$ cat config.mk
export PLATFORM = sky130hd
export DESIGN_NAME = fsp_host
export DESIGN_NICKNAME = d
export VERILOG_FILES = /design/src/hdl/fsp_host.v
export VERILOG_INCLUDE_DIRS = /design/src /design/src/hdl
export SDC_FILE = /design/constraint.sdc
export NUM_CORES = 1
export LEC_CHECK = 0
export BUFFER_PORTS_ARGS = -buffer_cell sky130_fd_sc_hd__buf_2
export CORE_MARGIN = 4
export CORE_UTILIZATION = 51
export DETAILED_ROUTE_END_ITERATION = 16
export GPL_ROUTABILITY_DRIVEN = 0
export GPL_TIMING_DRIVEN = 1
export HOLD_SLACK_MARGIN = 0.12
export PLACE_DENSITY_LB_ADDON = 0.08
export SLEW_MARGIN = 40
export SYNTH_ARGS = -nofsm -noshare
export SYNTH_HDL_FRONTEND = slang
export SYNTH_SLANG_ARGS = --single-unit
export TNS_END_PERCENT = 30
$ cat constraint.sdc
create_clock -name i_ref_clk -period 3.22 [get_ports i_ref_clk]
set_input_delay 0.483 -clock i_ref_clk [delete_from_list [all_inputs] [get_ports i_ref_clk]]
set_output_delay 0.483 -clock i_ref_clk [all_outputs]
set_load 0.05 [all_outputs]
$ cat src/hdl/fsp_regs.vh
`ifndef FSP_REGS_VH
`define FSP_REGS_VH

// ****************************************************************
// Bus timing in nanoseconds and derived clock counts (10 ns clock)
// ****************************************************************
`define FSP_CLK_NS        10
`define FSP_ACCESS_NS     70
`define FSP_ACCESS_CYC    ((`FSP_ACCESS_NS + `FSP_CLK_NS - 1) / `FSP_CLK_NS)
`define FSP_WRITE_NS      50
`define FSP_WRITE_CYC     ((`FSP_WRITE_NS + `FSP_CLK_NS - 1) / `FSP_CLK_NS)
`define FSP_SETUP_NS      10
`define FSP_SETUP_CYC     ((`FSP_SETUP_NS + `FSP_CLK_NS - 1) / `FSP_CLK_NS)

// ****************************************************************
// Address space and command codes
// ****************************************************************
`define FSP_ADDR_W        19
`define FSP_RAM_LIMIT     19'h2_0000
`define FSP_UNLOCK_A1     19'h0_5555
`define FSP_UNLOCK_A2     19'h0_2AAA
`define FSP_UNLOCK_D1     8'hAA
`define FSP_UNLOCK_D2     8'h55
`define FSP_CMD_PROGRAM   8'hA0
`define FSP_CMD_ERASE     8'h80
`define FSP_CMD_SECTOR    8'h30
`define FSP_CMD_BANK      8'h10
`define FSP_SECTOR_LSB    12

// Host request opcodes.
`define FSP_OP_RAM_RD     3'h0
`define FSP_OP_RAM_WR     3'h1
`define FSP_OP_FL_RD      3'h2
`define FSP_OP_FL_PROG    3'h3
`define FSP_OP_FL_SECTOR  3'h4
`define FSP_OP_FL_BANK    3'h5

`endif

$ cat src/hdl/fsp_host.v
`timescale 1ns/1ns
`include "fsp_regs.vh"

module fsp_host #(
  parameter AW = `FSP_ADDR_W,
  parameter DW = 8
) (
  input  wire          i_ref_clk,
  input  wire          i_rst,
  input  wire          i_req,
  input  wire [2:0]    i_op,
  input  wire [AW-1:0] i_addr,
  input  wire [DW-1:0] i_wdata,
  output reg           o_busy,
  output reg           o_done,
  output reg           o_err,
  output reg  [DW-1:0] o_rdata,
  output reg           o_flash_busy,
  output reg  [AW-1:0] o_addr,
  output reg           o_write_strobe_n,
  output reg           o_gate_n,
  output reg           o_ram_bank_select_n,
  output reg           o_flash_bank_select_n,
  output reg  [DW-1:0] o_dq,
  output reg           o_dq_oe,
  input  wire [DW-1:0] i_dq
);

  // ****************************************************************
  // States
  // ****************************************************************
  localparam ST_IDLE  = 3'd0;
  localparam ST_SETUP = 3'd1;
  localparam ST_WSTRB = 3'd2;
  localparam ST_WHOLD = 3'd3;
  localparam ST_READ  = 3'd4;
  localparam ST_POLL  = 3'd5;
  localparam ST_GAP   = 3'd6;

  localparam integer ACC_CYC = `FSP_ACCESS_CYC;
  localparam integer WR_CYC  = `FSP_WRITE_CYC;
  localparam integer SU_CYC  = `FSP_SETUP_CYC;

  reg [2:0]    state;
  reg [2:0]    op;
  reg [AW-1:0] addr;
  reg [DW-1:0] wdata;
  reg [2:0]    step;
  reg [2:0]    nsteps;
  reg [3:0]    cnt;
  reg          is_flash;
  reg          polling;
  reg          have_prev;
  reg [DW-1:0] prev;
  reg [AW-1:0] poll_addr;
  reg          poll_prog;
  reg          poll_bit;

  // Command byte for one step of a flash sequence.
  reg [AW-1:0] cmd_addr;
  reg [DW-1:0] cmd_data;
  always @* begin
    cmd_addr = `FSP_UNLOCK_A1;
    cmd_data = `FSP_UNLOCK_D1;
    case (step)
      3'd0: begin
        cmd_addr = `FSP_UNLOCK_A1;
        cmd_data = `FSP_UNLOCK_D1;
      end
      3'd1, 3'd4: begin
        cmd_addr = `FSP_UNLOCK_A2;
        cmd_data = `FSP_UNLOCK_D2;
      end
      3'd2: begin
        cmd_addr = `FSP_UNLOCK_A1;
        cmd_data = (op == `FSP_OP_FL_PROG) ? `FSP_CMD_PROGRAM
                                           : `FSP_CMD_ERASE;
      end
      3'd3: begin
        if (op == `FSP_OP_FL_PROG) begin
          cmd_addr = addr;
          cmd_data = wdata;
        end else begin
          cmd_addr = `FSP_UNLOCK_A1;
          cmd_data = `FSP_UNLOCK_D1;
        end
      end
      3'd5: begin
        if (op == `FSP_OP_FL_SECTOR) begin
          cmd_addr = {addr[AW-1:`FSP_SECTOR_LSB],
                      {`FSP_SECTOR_LSB{1'b0}}};
          cmd_data = `FSP_CMD_SECTOR;
        end else begin
          cmd_addr = `FSP_UNLOCK_A1;
          cmd_data = `FSP_CMD_BANK;
        end
      end
      default: begin
        cmd_addr = `FSP_UNLOCK_A1;
        cmd_data = `FSP_UNLOCK_D1;
      end
    endcase
  end

  wire req_ram   = (i_op == `FSP_OP_RAM_RD) || (i_op == `FSP_OP_RAM_WR);
  wire req_erase = (i_op == `FSP_OP_FL_SECTOR) || (i_op == `FSP_OP_FL_BANK);
  wire bad_req   = (i_op > `FSP_OP_FL_BANK) ||
                   (req_ram && (i_addr >= `FSP_RAM_LIMIT)) ||
                   (!req_ram && o_flash_busy);

  // ****************************************************************
  // Bus sequencer
  // ****************************************************************
  always @(posedge i_ref_clk or posedge i_rst) begin
    if (i_rst) begin
      state                 <= ST_IDLE;
      op                    <= 3'h0;
      addr                  <= {AW{1'b0}};
      wdata                 <= {DW{1'b0}};
      step                  <= 3'd0;
      nsteps                <= 3'd0;
      cnt                   <= 4'd0;
      is_flash              <= 1'b0;
      polling               <= 1'b0;
      have_prev             <= 1'b0;
      prev                  <= {DW{1'b0}};
      poll_addr             <= {AW{1'b0}};
      poll_prog             <= 1'b0;
      poll_bit              <= 1'b0;
      o_busy                <= 1'b0;
      o_done                <= 1'b0;
      o_err                 <= 1'b0;
      o_rdata               <= {DW{1'b0}};
      o_flash_busy          <= 1'b0;
      o_addr                <= {AW{1'b0}};
      o_write_strobe_n      <= 1'b1;
      o_gate_n              <= 1'b1;
      o_ram_bank_select_n   <= 1'b1;
      o_flash_bank_select_n <= 1'b1;
      o_dq                  <= {DW{1'b0}};
      o_dq_oe               <= 1'b0;
    end else begin
      o_done <= 1'b0;
      o_err  <= 1'b0;
      case (state)
        ST_IDLE: begin
          // Standby: both selects high, gate high, bus released.
          o_ram_bank_select_n   <= 1'b1;
          o_flash_bank_select_n <= 1'b1;
          o_gate_n              <= 1'b1;
          o_write_strobe_n      <= 1'b1;
          o_dq_oe               <= 1'b0;
          if (o_flash_busy) begin
            // Background poll fills idle time; RAM requests still win.
            if (i_req && !bad_req && req_ram) begin
              o_busy <= 1'b1;
              op     <= i_op;
              addr   <= i_addr;
              wdata  <= i_wdata;
              state  <= ST_SETUP;
              cnt    <= 4'd0;
              is_flash <= 1'b0;
              polling  <= 1'b0;
            end else begin
              if (i_req)
                o_err <= 1'b1;
              polling  <= 1'b1;
              is_flash <= 1'b1;
              state    <= ST_SETUP;
              cnt      <= 4'd0;
            end
          end else if (i_req) begin
            if (bad_req) begin
              o_err <= 1'b1;
            end else begin
              o_busy   <= 1'b1;
              op       <= i_op;
              addr     <= i_addr;
              wdata    <= i_wdata;
              is_flash <= !req_ram;
              polling  <= 1'b0;
              step     <= 3'd0;
              nsteps   <= req_erase ? 3'd6 : 3'd4;
              poll_addr <= i_addr;
              poll_prog <= (i_op == `FSP_OP_FL_PROG);
              poll_bit  <= i_wdata[7];
              cnt      <= 4'd0;
              state    <= ST_SETUP;
            end
          end
        end
        ST_SETUP: begin
          // One select only, never both.
          o_ram_bank_select_n   <= is_flash;
          o_flash_bank_select_n <= !is_flash;
          if (polling || op == `FSP_OP_RAM_RD || op == `FSP_OP_FL_RD) begin
            o_addr   <= polling ? poll_addr : addr;
            o_gate_n <= 1'b0;
            cnt      <= 4'd0;
            state    <= polling ? ST_POLL : ST_READ;
          end else begin
            o_gate_n <= 1'b1;
            o_addr   <= is_flash ? cmd_addr : addr;
            o_dq     <= is_flash ? cmd_data : wdata;
            o_dq_oe  <= 1'b1;
            if (cnt + 4'd1 >= SU_CYC[3:0]) begin
              cnt   <= 4'd0;
              state <= ST_WSTRB;
            end else begin
              cnt <= cnt + 4'd1;
            end
          end
        end
        ST_WSTRB: begin
          o_write_strobe_n <= 1'b0;
          if (cnt + 4'd1 >= WR_CYC[3:0]) begin
            cnt   <= 4'd0;
            state <= ST_WHOLD;
          end else begin
            cnt <= cnt + 4'd1;
          end
        end
        ST_WHOLD: begin
          // Strobe rises first; address and data held one more cycle.
          o_write_strobe_n <= 1'b1;
          o_ram_bank_select_n   <= 1'b1;
          o_flash_bank_select_n <= 1'b1;
          state <= ST_GAP;
          if (!is_flash || step + 3'd1 == nsteps) begin
            o_flash_busy <= o_flash_busy | is_flash;
            have_prev    <= 1'b0;
            o_done       <= 1'b1;
            o_busy       <= 1'b0;
          end else begin
            step <= step + 3'd1;
          end
        end
        ST_READ, ST_POLL: begin
          if (cnt + 4'd1 >= ACC_CYC[3:0]) begin
            o_gate_n              <= 1'b1;
            o_ram_bank_select_n   <= 1'b1;
            o_flash_bank_select_n <= 1'b1;
            cnt   <= 4'd0;
            state <= ST_GAP;
            if (state == ST_READ) begin
              o_rdata <= i_dq;
              o_done  <= 1'b1;
              o_busy  <= 1'b0;
            end else begin
              prev      <= i_dq;
              have_prev <= 1'b1;
              // Done when toggle bit is steady and DQ7 equals poll_bit (program) or is set (erase).
              if (have_prev && (prev[6] == i_dq[6]) &&
                  (!poll_prog || i_dq[7] == poll_bit) &&
                  (poll_prog || i_dq[7]))
                o_flash_busy <= 1'b0;
            end
          end else begin
            cnt <= cnt + 4'd1;
          end
        end
        ST_GAP: begin
          o_dq_oe <= 1'b0;
          polling <= 1'b0;
          cnt     <= 4'd0;
          state   <= (is_flash && o_busy) ? ST_SETUP : ST_IDLE;
        end
        default: state <= ST_IDLE;
      endcase
    end
  end

endmodule // fsp_host

== Yosys cells after proc, flatten, opt, wreduce, memory -nomap -nowiden ==
Cells that the tools add are included.

* Flip-flop bits (word level): 118
* Bits of input ports: 41
* Output and inout bits: 44
* Word-level logic and storage cells: 219

* Add/subtract/negate cells: 2
* Magnitude comparators: 5
* Equality and inequality tests: 38
* Multiplexer cells: 89
* Bitwise logic cells: 5
* Reduce and logical (&&, ||, !) cells: 54

{| class="wikitable"
|+ Operators by type and width
! cell !! number
|-
| $mux W19 || 9
|-
| $pmux W19 S3 || 1
|-
| $mux W8 || 6
|-
| $mux W3 || 15
|-
| $mux W1 || 34
|-
| $pmux W8 S4 || 1
|-
| $mux W4 || 7
|-
| $eq A3 B3 Y1 const B || 8
|-
| $ne A2 B2 Y1 const B || 12
|-
| $eq A3 B2 Y1 const B || 7
|-
| $pmux W4 S5 || 1
|-
| $ge A19 B18 Y1 const B || 1
|-
| $pmux W3 S6 || 1
|-
| $reduce_and A3 Y1 || 5
|-
| $reduce_and A5 Y1 || 3
|-
| $mux W6 || 2
|-
| $ne A3 B3 Y1 const B || 4
|-
| $pmux W1 S2 || 6
|-
| $pmux W1 S3 || 4
|-
| $reduce_and A4 Y1 || 3
|-
| $reduce_bool A2 Y1 || 6
|-
| $eq A3 B1 Y1 const B || 3
|-
| $logic_not A3 Y1 || 3
|-
| $logic_or A1 B1 Y1 || 9
|-
| other kinds (19) || 42
|}

== Depth between registers and ports, before layout ==
Gate-level depths: netlist of the first run.

* Depth in word-level cells: 11
* Depth in mapped cells: 8
* Mapped depth without buffers: 7

== Worst setup path after synthesis of the first run ==
Ideal clock, no wire load.

* Path type: register to register
* From: reg o_flash_busy
* To: reg addr[2]
* Setup time: 0.125 ns
* Arrival: 1.984 ns
* Data required time: 3.095 ns
* Path slack: 1.112 ns
* Cell stages (with the launch flop): 6
* Buffers on the path: 2
* Clock period less this slack: 2.108 ns
* Cell sequence: dfrtp_1 > clkbuf_1 > a2bb2oi_1 > nand2b_1 > clkbuf_1 > mux2_2

* Word-level cells in the longest chain between the ends: 7
* Elaborated cells between the ends (all ways): 10
* Those cells by class: eq/ne (2); mux (1); reduce/logical (7)

{| class="wikitable"
|+ RTL lines
! what !! RTL line !! RTL
|-
| start: declaration || fsp_host.v:18 || <nowiki>output reg o_flash_busy,</nowiki>
|-
| start signal: assignment || fsp_host.v:230 || <nowiki>o_flash_busy <= o_flash_busy | is_flash;</nowiki>
|-
| $logic_and A1 B1 Y1 || fsp_host.v:109 || <nowiki>(!req_ram && o_flash_busy);</nowiki>
|-
| $logic_or A1 B1 Y1 || fsp_host.v:107 || <nowiki>wire bad_req = (i_op > `FSP_OP_FL_BANK) ||</nowiki>
|-
| $logic_not A1 Y1 || fsp_host.v:155 || <nowiki>if (i_req && !bad_req && req_ram) begin</nowiki>
|-
| $logic_and A1 B1 Y1 (2 in series) || fsp_host.v:155 ||
|-
| $ne A2 B1 Y1 (no line) || n/a ||
|-
| $reduce_and A4 Y1 (no line) || n/a ||
|-
| end signal: assignment || fsp_host.v:118 || <nowiki>addr <= {AW{1'b0}};</nowiki>
|-
| end signal: assignment || fsp_host.v:158 || <nowiki>addr <= i_addr;</nowiki>
|-
| end signal: assignment || fsp_host.v:178 || <nowiki>addr <= i_addr;</nowiki>
|-
| end: declaration || fsp_host.v:46 || <nowiki>reg [AW-1:0] addr;</nowiki>
|}

Parallel ways exist; a longest one is shown, timed or not.
A chain may end at the register's enable or synchronous reset.

== Worst setup path after layout of the first run ==
* From: reg state[1]
* To: reg o_dq[0]

* Word-level cells in the longest chain between the ends: 2

{| class="wikitable"
|+ RTL lines
! what !! RTL line !! RTL
|-
| start: declaration || fsp_host.v:44 || <nowiki>reg [2:0] state;</nowiki>
|-
| start signal: assignment || fsp_host.v:200 || <nowiki>state <= polling ? ST_POLL : ST_READ;</nowiki>
|-
| start signal: assignment || fsp_host.v:266 || <nowiki>state <= (is_flash && o_busy) ? ST_SETUP : ST_IDLE;</nowiki>
|-
| $eq A3 B1 Y1 || fsp_host.v:145 || <nowiki>case (state)</nowiki>
|-
| $reduce_and A2 Y1 (no line) || n/a ||
|-
| end signal: assignment || fsp_host.v:140 || <nowiki>o_dq <= {DW{1'b0}};</nowiki>
|-
| end signal: assignment || fsp_host.v:204 || <nowiki>o_dq <= is_flash ? cmd_data : wdata;</nowiki>
|-
| end: declaration || fsp_host.v:24 || <nowiki>output reg [DW-1:0] o_dq,</nowiki>
|}

Every way passes these cells.

==> impl_metrics.tcl, run 1 <==
set metrics [dict create \
    outcome "finished clean" \
    cp_max_fo 22 \
    vias_per_cell 5.668 \
    clkLatencyLatePin_ps 380 \
    crit_type "reg -> reg" \
    grt_max_degree 48 \
    p_leak_nw 2.892 \
    die_area_sq_um 11980 \
    cts_root_buffer "clkbuf_8" \
    die_width_microns 109.5 \
    path_common_cell "a21oi_1" \
    die_h_microns 109.5 \
    cp_slowest_cell "dfrtp_1" \
    cts_made_buffers 9 \
    drt_first_iter_violations 177 \
    ant_nets 0 \
    cts-resized-gates 0 \
    finalSetupTns_ps 0 \
    fillCellCount 852 \
    tritoncts "yes" \
    fin_crit_sh_pct 73.55 \
    async_reset_ff_share_pct 100.0 \
    seq_area_frac_synth_pct 52.99 \
    diodes 0 \
    finalSetupViolCount 0 \
    cp_data_required_time_ps 3470 \
    crit_chain "or3b_1, buf_4, or2_2, a21oi_1, a21oi_1" \
    synthFlopType "dfrtp_1" \
    clock_sinks 111 \
    max_freq_ghz 0.4222 \
    grt_overflow_total 0 \
    tightest_slew_ps 807.3 \
    areaGrowthSynthToFinish_pct 14.72 \
    port_buffers 84 \
    rsz0062_at_grt "false" \
    wl_per_cell_microns 17.02 \
    hold_path.class "in -> reg" \
    cap_violations 0 \
    timing.final.max_slew_violations 0 \
    final_hold_viol_count 0 \
    cts.clk_slew.worst_paths_ps 110 \
    antenna_found_initial 0 \
    grt_pass1_wl_mm 19.06 \
    first_pass_iters 4 \
    period_needed_ps 2368 \
    routed_wl_mm 11.57 \
    cts_setup_buffers 0 \
    peakVddDrop_mv 0.5715 \
    mostFrequentLayoutCell "dfrtp_1" \
    layout_common_cells "dfrtp_1 (107), buf_2 (84), mux2_2 (61)" \
    dr_total_vias 3854 \
    crit_path_start_kind "flip-flop" \
    first_global_vias 3880 \
    grt_usage_pct 20.39 \
    finalClockSkew_ps 10.31 \
    clockBufferDepth 2 \
    multi_input_area_sq_um 2311 \
    hpwl_mm 8.126 \
    drcViolationCount 0 \
    syn_avg_cell_area_sq_um 11.39 \
    io-pin-count 85 \
    cp-end-kind "flip-flop" \
    cts-htree-levels 3 \
    synth_cells 461 \
    hold-worst-slack_ps 333.1 \
    coreArea_sq_um 9910 \
    p_per_area_nw_per_um2 1074 \
    max_stage_delay_ps 610 \
    synth_area_sq_um 5251 \
    drive_gt1_share_pct 34.55 \
    synth_nets 511 \
    rows 36 \
    nets 592 \
    yosysUniqueCellTypes 58 \
    seqCellArea_sq_um 2783 \
    yosys_warnings 0 \
    start_util_pct 52.99 \
    synth_edf_count 0 \
    synth-seq-cells 111 \
    cp_data_arrival_time_ps 2620 \
    slew_headroom_pct 45.61 \
]
## through the flow
| step | std cells | total power, mW | instance area (sq um) | util [%] | setup WS (ps) |
|---|---|---|---|---|---|
| after floorplan | 461 | 4.901 | 5255 | - | 1112 |
| after global placement | 662 | 5.596 | 5799 | 58.52 | 942.2 |
| after detailed placement | 662 | 5.681 | 5806 | 58.59 | 901.2 |
| after CTS | 678 | 6.503 | 5995 | 60.49 | 879.1 |
| after global routing | 680 | 6.919 | 6025 | 60.80 | 674.6 |
| final | 680 | 6.469 | 6025 | 60.80 | 851.6 |
## state kept, by name, indices dropped and copies added (netlist names), 2 cells and up
| name | count |
|---|---|
| addr | 19 |
| o_addr | 19 |
| poll_addr | 19 |
| o_dq | 8 |
| o_rdata | 8 |
| wdata | 8 |
| cnt | 4 |
| op | 3 |
| state | 3 |
| step | 3 |
| nsteps | 2 |
## final cells by class
cell class                      instances  area share, %
Timing Repair Buffer                   95          8.806
Tap cell                              133          2.762
Clock buffer                           10          2.285
Sequential cell                       111          46.19
Clock inverter                          6         0.8515
Multi-Input combinational cell        314          38.36
Inverter                               11         0.7477
## metal layers
metal / vias to the layer above / track usage (%) / routed length (microns)
met5: - / 0 / 0
met4: 0 / 7.302 / 198
met3: 16 / 2.819 / 647
met2: 97 / 32.35 / 5359
met1: 1908 / 28.78 / 5366
li1: 1833 / - / -
## final timing paths
kind | start | to | slack, ps | cells after the start
setup / recovery | state[1] | o_dq[0] | 850 | 5
hold / removal | i_dq[1] | o_rdata[1] | 330 | 2
min in group asynchronous | i_rst | cnt[0] | 600 | 3
setup reg to reg | state[1] | o_dq[0] | 850 | 5
max in group asynchronous | i_rst | o_addr[14] | 1880 | 5
hold reg to reg | o_dq[3] | o_dq[3] | 490 | 2
## cell families (layout without fill, tap and decap cells)
family	Yosys count	count (layout)	synth area share (%)
buffers and inverters	36	122	3.216
xor gates and xnor gates	7	7	1.168
adders and majority gates	9	9	2.144
DFF	111	111	52.99
AOI/OAI and AO/OA	116	116	15.63
and+or+nand+nor	121	121	11.77
muxes	61	61	13.08
## Yosys cell counts, drive strengths merged, types with 2 or more instances
cell     instances  area (sq um)
o22a             2         17.52
and3             6         37.54
dfrtp          107          2678
nand4b           2         17.52
o21a             3         22.52
nand2           34         130.1
nand3b           4         30.03
a221oi           9         78.83
nand3           12         60.06
a21boi           5         37.54
or3b             3         26.28
o21ai           25         125.1
o22ai           11         68.82
buf              7         60.05
nor2            29         113.9
and2             6         37.54
mux2            61         686.9
a22oi            2         15.01
ha               9         112.6
a32oi            2         17.52
a31oi            3         18.77
or2              4         25.03
nor2b            6         37.54
a22o             2         17.52
a2bb2oi          2         17.52
inv             11         41.29
xor2             3         26.28
a21oi           21         105.1
dfstp            4         105.1
a21o             3         22.52
nand2b           7         43.79
xnor2            4         35.03
a221o            9         90.09
clkbuf          18         67.56
o21bai           2         15.01
o31ai            4         30.03
nor3             5         36.29
## critical path, delay by kind of cell, from the launching register on
kind,cells,cell delay (ps)
buf+inv,1,230
flops,1,610
compound gates,2,440
simple gates,2,950
## report_power, final
group          total (mW)  switching (mW)  leakage, nW  internal (mW)
Clock               0.814           0.496       0.0996          0.317
Sequential           2.52           0.516         1.41           2.01
Combinational        3.13            2.01         1.38           1.13
Total                6.47            3.02         2.89           3.45
## repair_timing
action,4_1_cts,5_1_grt
setup endpoints to repair,0,0
endpoints found under the hold margin,0,11
hold buffers,0,1
Power figures use the tool's default switching activity.
==> run 2, diff against run 1 <==
Settings changed: CORE_UTILIZATION 51 to 56.
Clock period 3.22 ns to 2.2 ns, I/O delays scaled along.
==> run 2 against run 1 <==
- clock skew grew 5.5 ps
- critical path depth grew 2
- global-route usage grew 2.0 points
- combinational power grew 58%
- highest routed layer unchanged
- non-clock buffer count grew 16
- sequential share of layout area shrank 0.88 points
- maximum frequency grew 13%
- sequential cell count is the same
- sequential power grew 42%
- register-to-register slack lost 750 ps
- critical path type unchanged
- cell area grew 1.9%
==> impl_metrics.tcl, run 2 (synthesis gave the netlist of run 1 again) <==
set metrics [dict create \
    timing.final.max_slew_violations 0 \
    final_util_pct 66.78 \
    tritoncts "yes" \
    cp-end-kind "flip-flop" \
    hpwl_mm 8.525 \
    dr_total_vias 3954 \
    grt_usage_pct 22.38 \
    areaGrowthSynthToFinish_pct 16.94 \
    hold_path.startpoint "i_dq[1]" \
    io-pin-count 85 \
    power_switching_mw 4.458 \
    cts_made_buffers 9 \
    outcome "finished clean" \
    cp_data_arrival_time_ps 2350 \
    grt_max_degree 33 \
    p_int_mw 5.158 \
    routed_wl_mm 11.89 \
    fillCellCount 758 \
    p_leak_nw 2.959 \
    cp_max_fo 6 \
    tightest_slew_ps 633.3 \
    multi_input_area_sq_um 2317 \
    hold_end "o_rdata[1]" \
    layout_common_cells "dfrtp_1 (107), buf_2 (84), mux2_2 (61)" \
    nets 608 \
    dp_cells 657 \
    clock_sinks 111 \
    wl_per_cell_microns 17.66 \
    crit_path_start_kind "flip-flop" \
    rrSetupSlack_ps 100 \
    grt_pass1_wl_mm 19.82 \
    drcViolationCount 0 \
    swShare_pct 46.36 \
    seqCellArea_sq_um 2783 \
    die_width_microns 104.8 \
    top_layer "met4" \
    rows 35 \
    hold_path.class "in -> reg" \
    finalClockSkew_ps 15.82 \
    die_area_sq_um 10990 \
    slew_headroom_pct 57.69 \
    rsz0062_at_grt "false" \
    cap_violations 0 \
    port_buffers 84 \
    cts.clk_slew.worst_paths_ps 110 \
    vias_per_cell 5.875 \
    met2_length_mm 5.613 \
    drt_first_iter_violations 180 \
    holdPathStages 2 \
    cp_data_required_time_ps 2450 \
    clockBufferDepth 2 \
    finalPower_mw 9.616 \
    cts_root_buffer "clkbuf_8" \
    peakVddDrop_mv 1.008 \
    period_needed_ps 2099 \
    coreArea_sq_um 9196 \
    top_regs "addr (19), o_addr (19), poll_addr (19)" \
    crit_type "reg -> reg" \
    p_per_area_nw_per_um2 1566 \
    diodes 0 \
    finalSetupViolCount 0 \
    finalSetupTns_ps 0 \
    first_pass_iters 4 \
    max_freq_ghz 0.4764 \
    fin_cells 673 \
    clkLatencyLatePin_ps 370 \
    antenna_found_initial 0 \
    wl_met1_mm 5.477 \
    r2r-end "o_addr[17]" \
    final_hold_viol_count 0 \
    reg2reg_from "step[0]" \
    mostFrequentLayoutCell "dfrtp_1" \
    fin_area_sq_um 6141 \
    p_clk_share_pct 11.5 \
    placedInstanceArea_sq_um 5949 \
    reg2reg_depth 7 \
    power_frac_seq_pct 37.2 \
    first_global_vias 4061 \
    pwr-share-comb_pct 51.3 \
    start_util_pct 57.10 \
    grt_overflow_total 0 \
    die_h_microns 104.8 \
    cts-htree-levels 3 \
    routed-wl-met3_microns 578 \
    ant_nets 0 \
    fin_crit_sh_pct 95.41 \
    drive_gt1_share_pct 36.65 \
]
run 2: cell count changes in the layout (fill, tap and decap cells not counted), moves of 2 or more:
cell        delta
clkinvlp_4     +2
buf_12         +3
nor3_2         +2
buf_4         +13
run 2: how the worst max path moves through the flow:
stage                  from         end  slack [ps]  cells past startpoint
2_1_floorplan  o_flash_busy     addr[2]          90                      5
3_3_place_gp        step[0]     step[0]         120                      6
3_5_place_dp        step[0]     step[0]          60                      6
4_1_cts             step[0]     step[0]          30                      6
5_1_grt             step[0]  o_addr[17]          10                      7
6_report            step[0]  o_addr[17]         100                      7
run 2: per-stage QoR:
stage / hold slack (ps) / worst slack, ps
2_1_floorplan: 437.2 / 91.62
3_3_place_gp: 447.2 / 115.1
3_5_place_dp: 448.9 / 55.34
4_1_cts: 159.0 / 33.29
5_1_grt: 179.2 / 13.19
6_report: 180.4 / 101.1
run 2: repair_timing:
item	in CTS	in global routing
hold endpoints to repair	19	0
hold buffers	1	0
setup buffers	0	0
gates resized for setup	0	3
endpoints found under the setup margin	0	9
run 2: layout make-up:
| class | instances | area share, % |
|---|---|---|
| clock buffer | 10 | 2.078 |
| tap | 111 | 2.262 |
| timing repair buffer | 111 | 11.21 |
| inverter | 11 | 0.7335 |
| multi-input combinational | 314 | 37.73 |
| sequential | 111 | 45.31 |
| clock inverter | 5 | 0.6724 |
run 2: critical path, cell delays in order, from the launching register on:
cell and delay [ps]:
dfrtp_1 450, ha_1 240, ha_1 220, nand4b_1 150
o21a_1 130, o21ai_0 130, o211a_1 350, a221o_1 310
run 2: per-layer routing:
layer | GRT usage [%] | vias up
li1 | - | 1873
met1 | 31.57 | 1961
met2 | 35.52 | 102
met3 | 3.150 | 18
met4 | 8.060 | 0
met5 | 0 | -
run 2: power groups by stage:
| stage | clock network (mW) | logic (mW) | registers [mW] |
|---|---|---|---|
| after floorplan | 0 | 2.46 | 4.71 |
| after global placement | 0 | 4.81 | 3.55 |
| after detailed placement | 0 | 4.92 | 3.61 |
| after CTS | 1.14 | 4.93 | 3.57 |
| after global routing | 1.22 | 5.33 | 3.70 |
| final | 1.10 | 4.94 | 3.57 |
==> run 3, diff against run 2 <==
Settings changed: BUFFER_PORTS_ARGS -buffer_cell sky130_fd_sc_hd__buf_2 to -buffer_cell sky130_fd_sc_hd__clkbuf_2.
==> run 3 against run 2 <==
- first-iteration DRC count up 43%
- cell area fell by 0.53%
- register-to-register slack gained 30 ps
- non-clock buffer count decreased by 1
==> impl_metrics.tcl, run 3 (synthesis gave the netlist of run 1 again) <==
set metrics [dict create \
    cap_violations 0 \
    clock_sinks 111 \
    start_util_pct 57.10 \
    areaGrowthSynthToFinish_pct 16.32 \
    die_width_microns 104.8 \
    cp_data_required_time_ps 2450 \
    max_freq_ghz 0.4826 \
    clockBufferDepth 2 \
    path_common_cell "ha_1" \
    drcViolationCount 0 \
    fin_area_sq_um 6108 \
    multi_input_area_sq_um 2312 \
    routed_wl_mm 11.84 \
    tritoncts "yes" \
    p_per_area_nw_per_um2 1582 \
    ant_nets 0 \
    wl_per_cell_microns 17.62 \
    cp-end-kind "flip-flop" \
    top_regs "addr (19), o_addr (19), poll_addr (19)" \
    cts-htree-levels 3 \
    clkLatencyLatePin_ps 360 \
    crit_path_start_kind "flip-flop" \
    cts.clk_slew.worst_paths_ps 110 \
    drive_gt1_share_pct 36.54 \
    peakVddDrop_mv 1.007 \
    grt_max_degree 44 \
    vias_per_cell 5.842 \
    fin_crit_sh_pct 94.19 \
    grt_overflow_total 0 \
    io-pin-count 85 \
    placedInstanceArea_sq_um 5904 \
    cts_root_buffer "clkbuf_8" \
    hpwl_mm 8.521 \
    crit_type "reg -> reg" \
    port_buffers 84 \
    die_h_microns 104.8 \
    tightest_slew_ps 548.6 \
    timing.final.max_slew_violations 0 \
    finalSetupViolCount 0 \
    finalClockSkew_ps 13.00 \
    dr_total_vias 3926 \
    antenna_found_initial 0 \
    final_util_pct 66.42 \
    hold_path.startpoint "i_dq[3]" \
    met2_length_mm 5.877 \
    top_layer "met4" \
    max_stage_delay_ps 450 \
    reg2reg_from "step[0]" \
    p_leak_nw 2.966 \
    cp_slowest_cell "dfrtp_1" \
    slew_headroom_pct 63.43 \
    fillCellCount 767 \
    drt_first_iter_violations 258 \
    cp_data_arrival_time_ps 2320 \
    crit_chain "ha_1, ha_1, xnor2_1, o31ai_1, buf_4, nor3_2, mux2_2" \
    layout_common_cells "dfrtp_1 (107), clkbuf_2 (84), mux2_2 (61)" \
    crit_start "step[0]" \
    nets 607 \
    cp_max_fo 6 \
    coreArea_sq_um 9196 \
    wl_met1_mm 5.228 \
    mostFrequentLayoutCell "dfrtp_1" \
    hold_path.class "in -> reg" \
    finalSetupTns_ps 0 \
    die_area_sq_um 10990 \
    seqCellArea_sq_um 2783 \
    outcome "finished clean" \
    cts_made_buffers 9 \
    period_needed_ps 2072 \
    grt_pass1_wl_mm 20.02 \
    grt_usage_pct 22.46 \
    final_hold_viol_count 0 \
    diodes 0 \
    first_global_vias 4043 \
    rows 35 \
    routed-wl-met3_microns 573 \
    first_pass_iters 4 \
]
run 3: cell types whose count changed in the layout (fill, tap and decap cells not counted), moves of 2 or more:
| cell | change |
|---|---|
| buf_12 | -3 |
| buf_2 | -84 |
| buf_4 | +2 |
| clkbuf_2 | +84 |
| clkbuf_8 | +2 |
| clkinvlp_4 | -2 |
| inv_6 | +2 |
run 3: power breakdown:
part           internal (mW)  switching, mW
Clock                  0.486          0.686
Sequential              2.94          0.643
Combinational           1.77           3.14
run 3: critical path: cells and delay by family (launching register included):
kind | cells | cell delay (ps)
muxes | 1 | 350
DFF | 1 | 450
adders and majority gates | 2 | 550
buffers and inverters | 1 | 160
xor gates and xnor gates | 1 | 190
AOI/OAI and AO/OA | 1 | 110
and+or+nand+nor | 1 | 160
run 3: through the flow:
step           instances  total power [mW]  setup slack [ps]  hold WS, ps
2_1_floorplan        461             7.174             91.62        437.2
3_3_place_gp         656             8.355             201.9        459.8
3_5_place_dp         656             8.519             88.80        470.5
4_1_cts              672             9.709             56.64        175.0
5_1_grt              672             10.32            -12.50        161.1
6_report             672             9.662             127.8        189.0
run 3: area by class of cell:
| type | count | share of cell area [%] |
|---|---|---|
| inverters | 11 | 0.7374 |
| well taps | 111 | 2.274 |
| clock inverters | 4 | 0.5735 |
| clock buffers | 11 | 2.478 |
| multi-input cells | 314 | 37.85 |
| flip-flops and latches | 111 | 45.56 |
| repair buffers | 110 | 10.53 |
run 3: final timing paths:
kind,cells past startpoint,to,slack [ps]
max in group asynchronous,4,o_gate_n,1130
min,2,o_rdata[3],190
max,7,step[0],130
min in group asynchronous,4,poll_addr[13],640
max reg2reg,7,step[0],130
min reg2reg,2,o_dq[7],490
run 3: repair_timing:
action	4_1_cts	5_1_grt
resized for setup	0	2
buffers inserted	0	0
endpoints found under the setup margin	0	9
hold buffers	1	0
hold endpoints to repair	68	0
run 3: metal layers:
layer  vias up  track usage, %
li1       1860               -
met1      1948           30.91
met2       105           36.89
met3        13           4.200
met4         0           5.717
met5         -               0
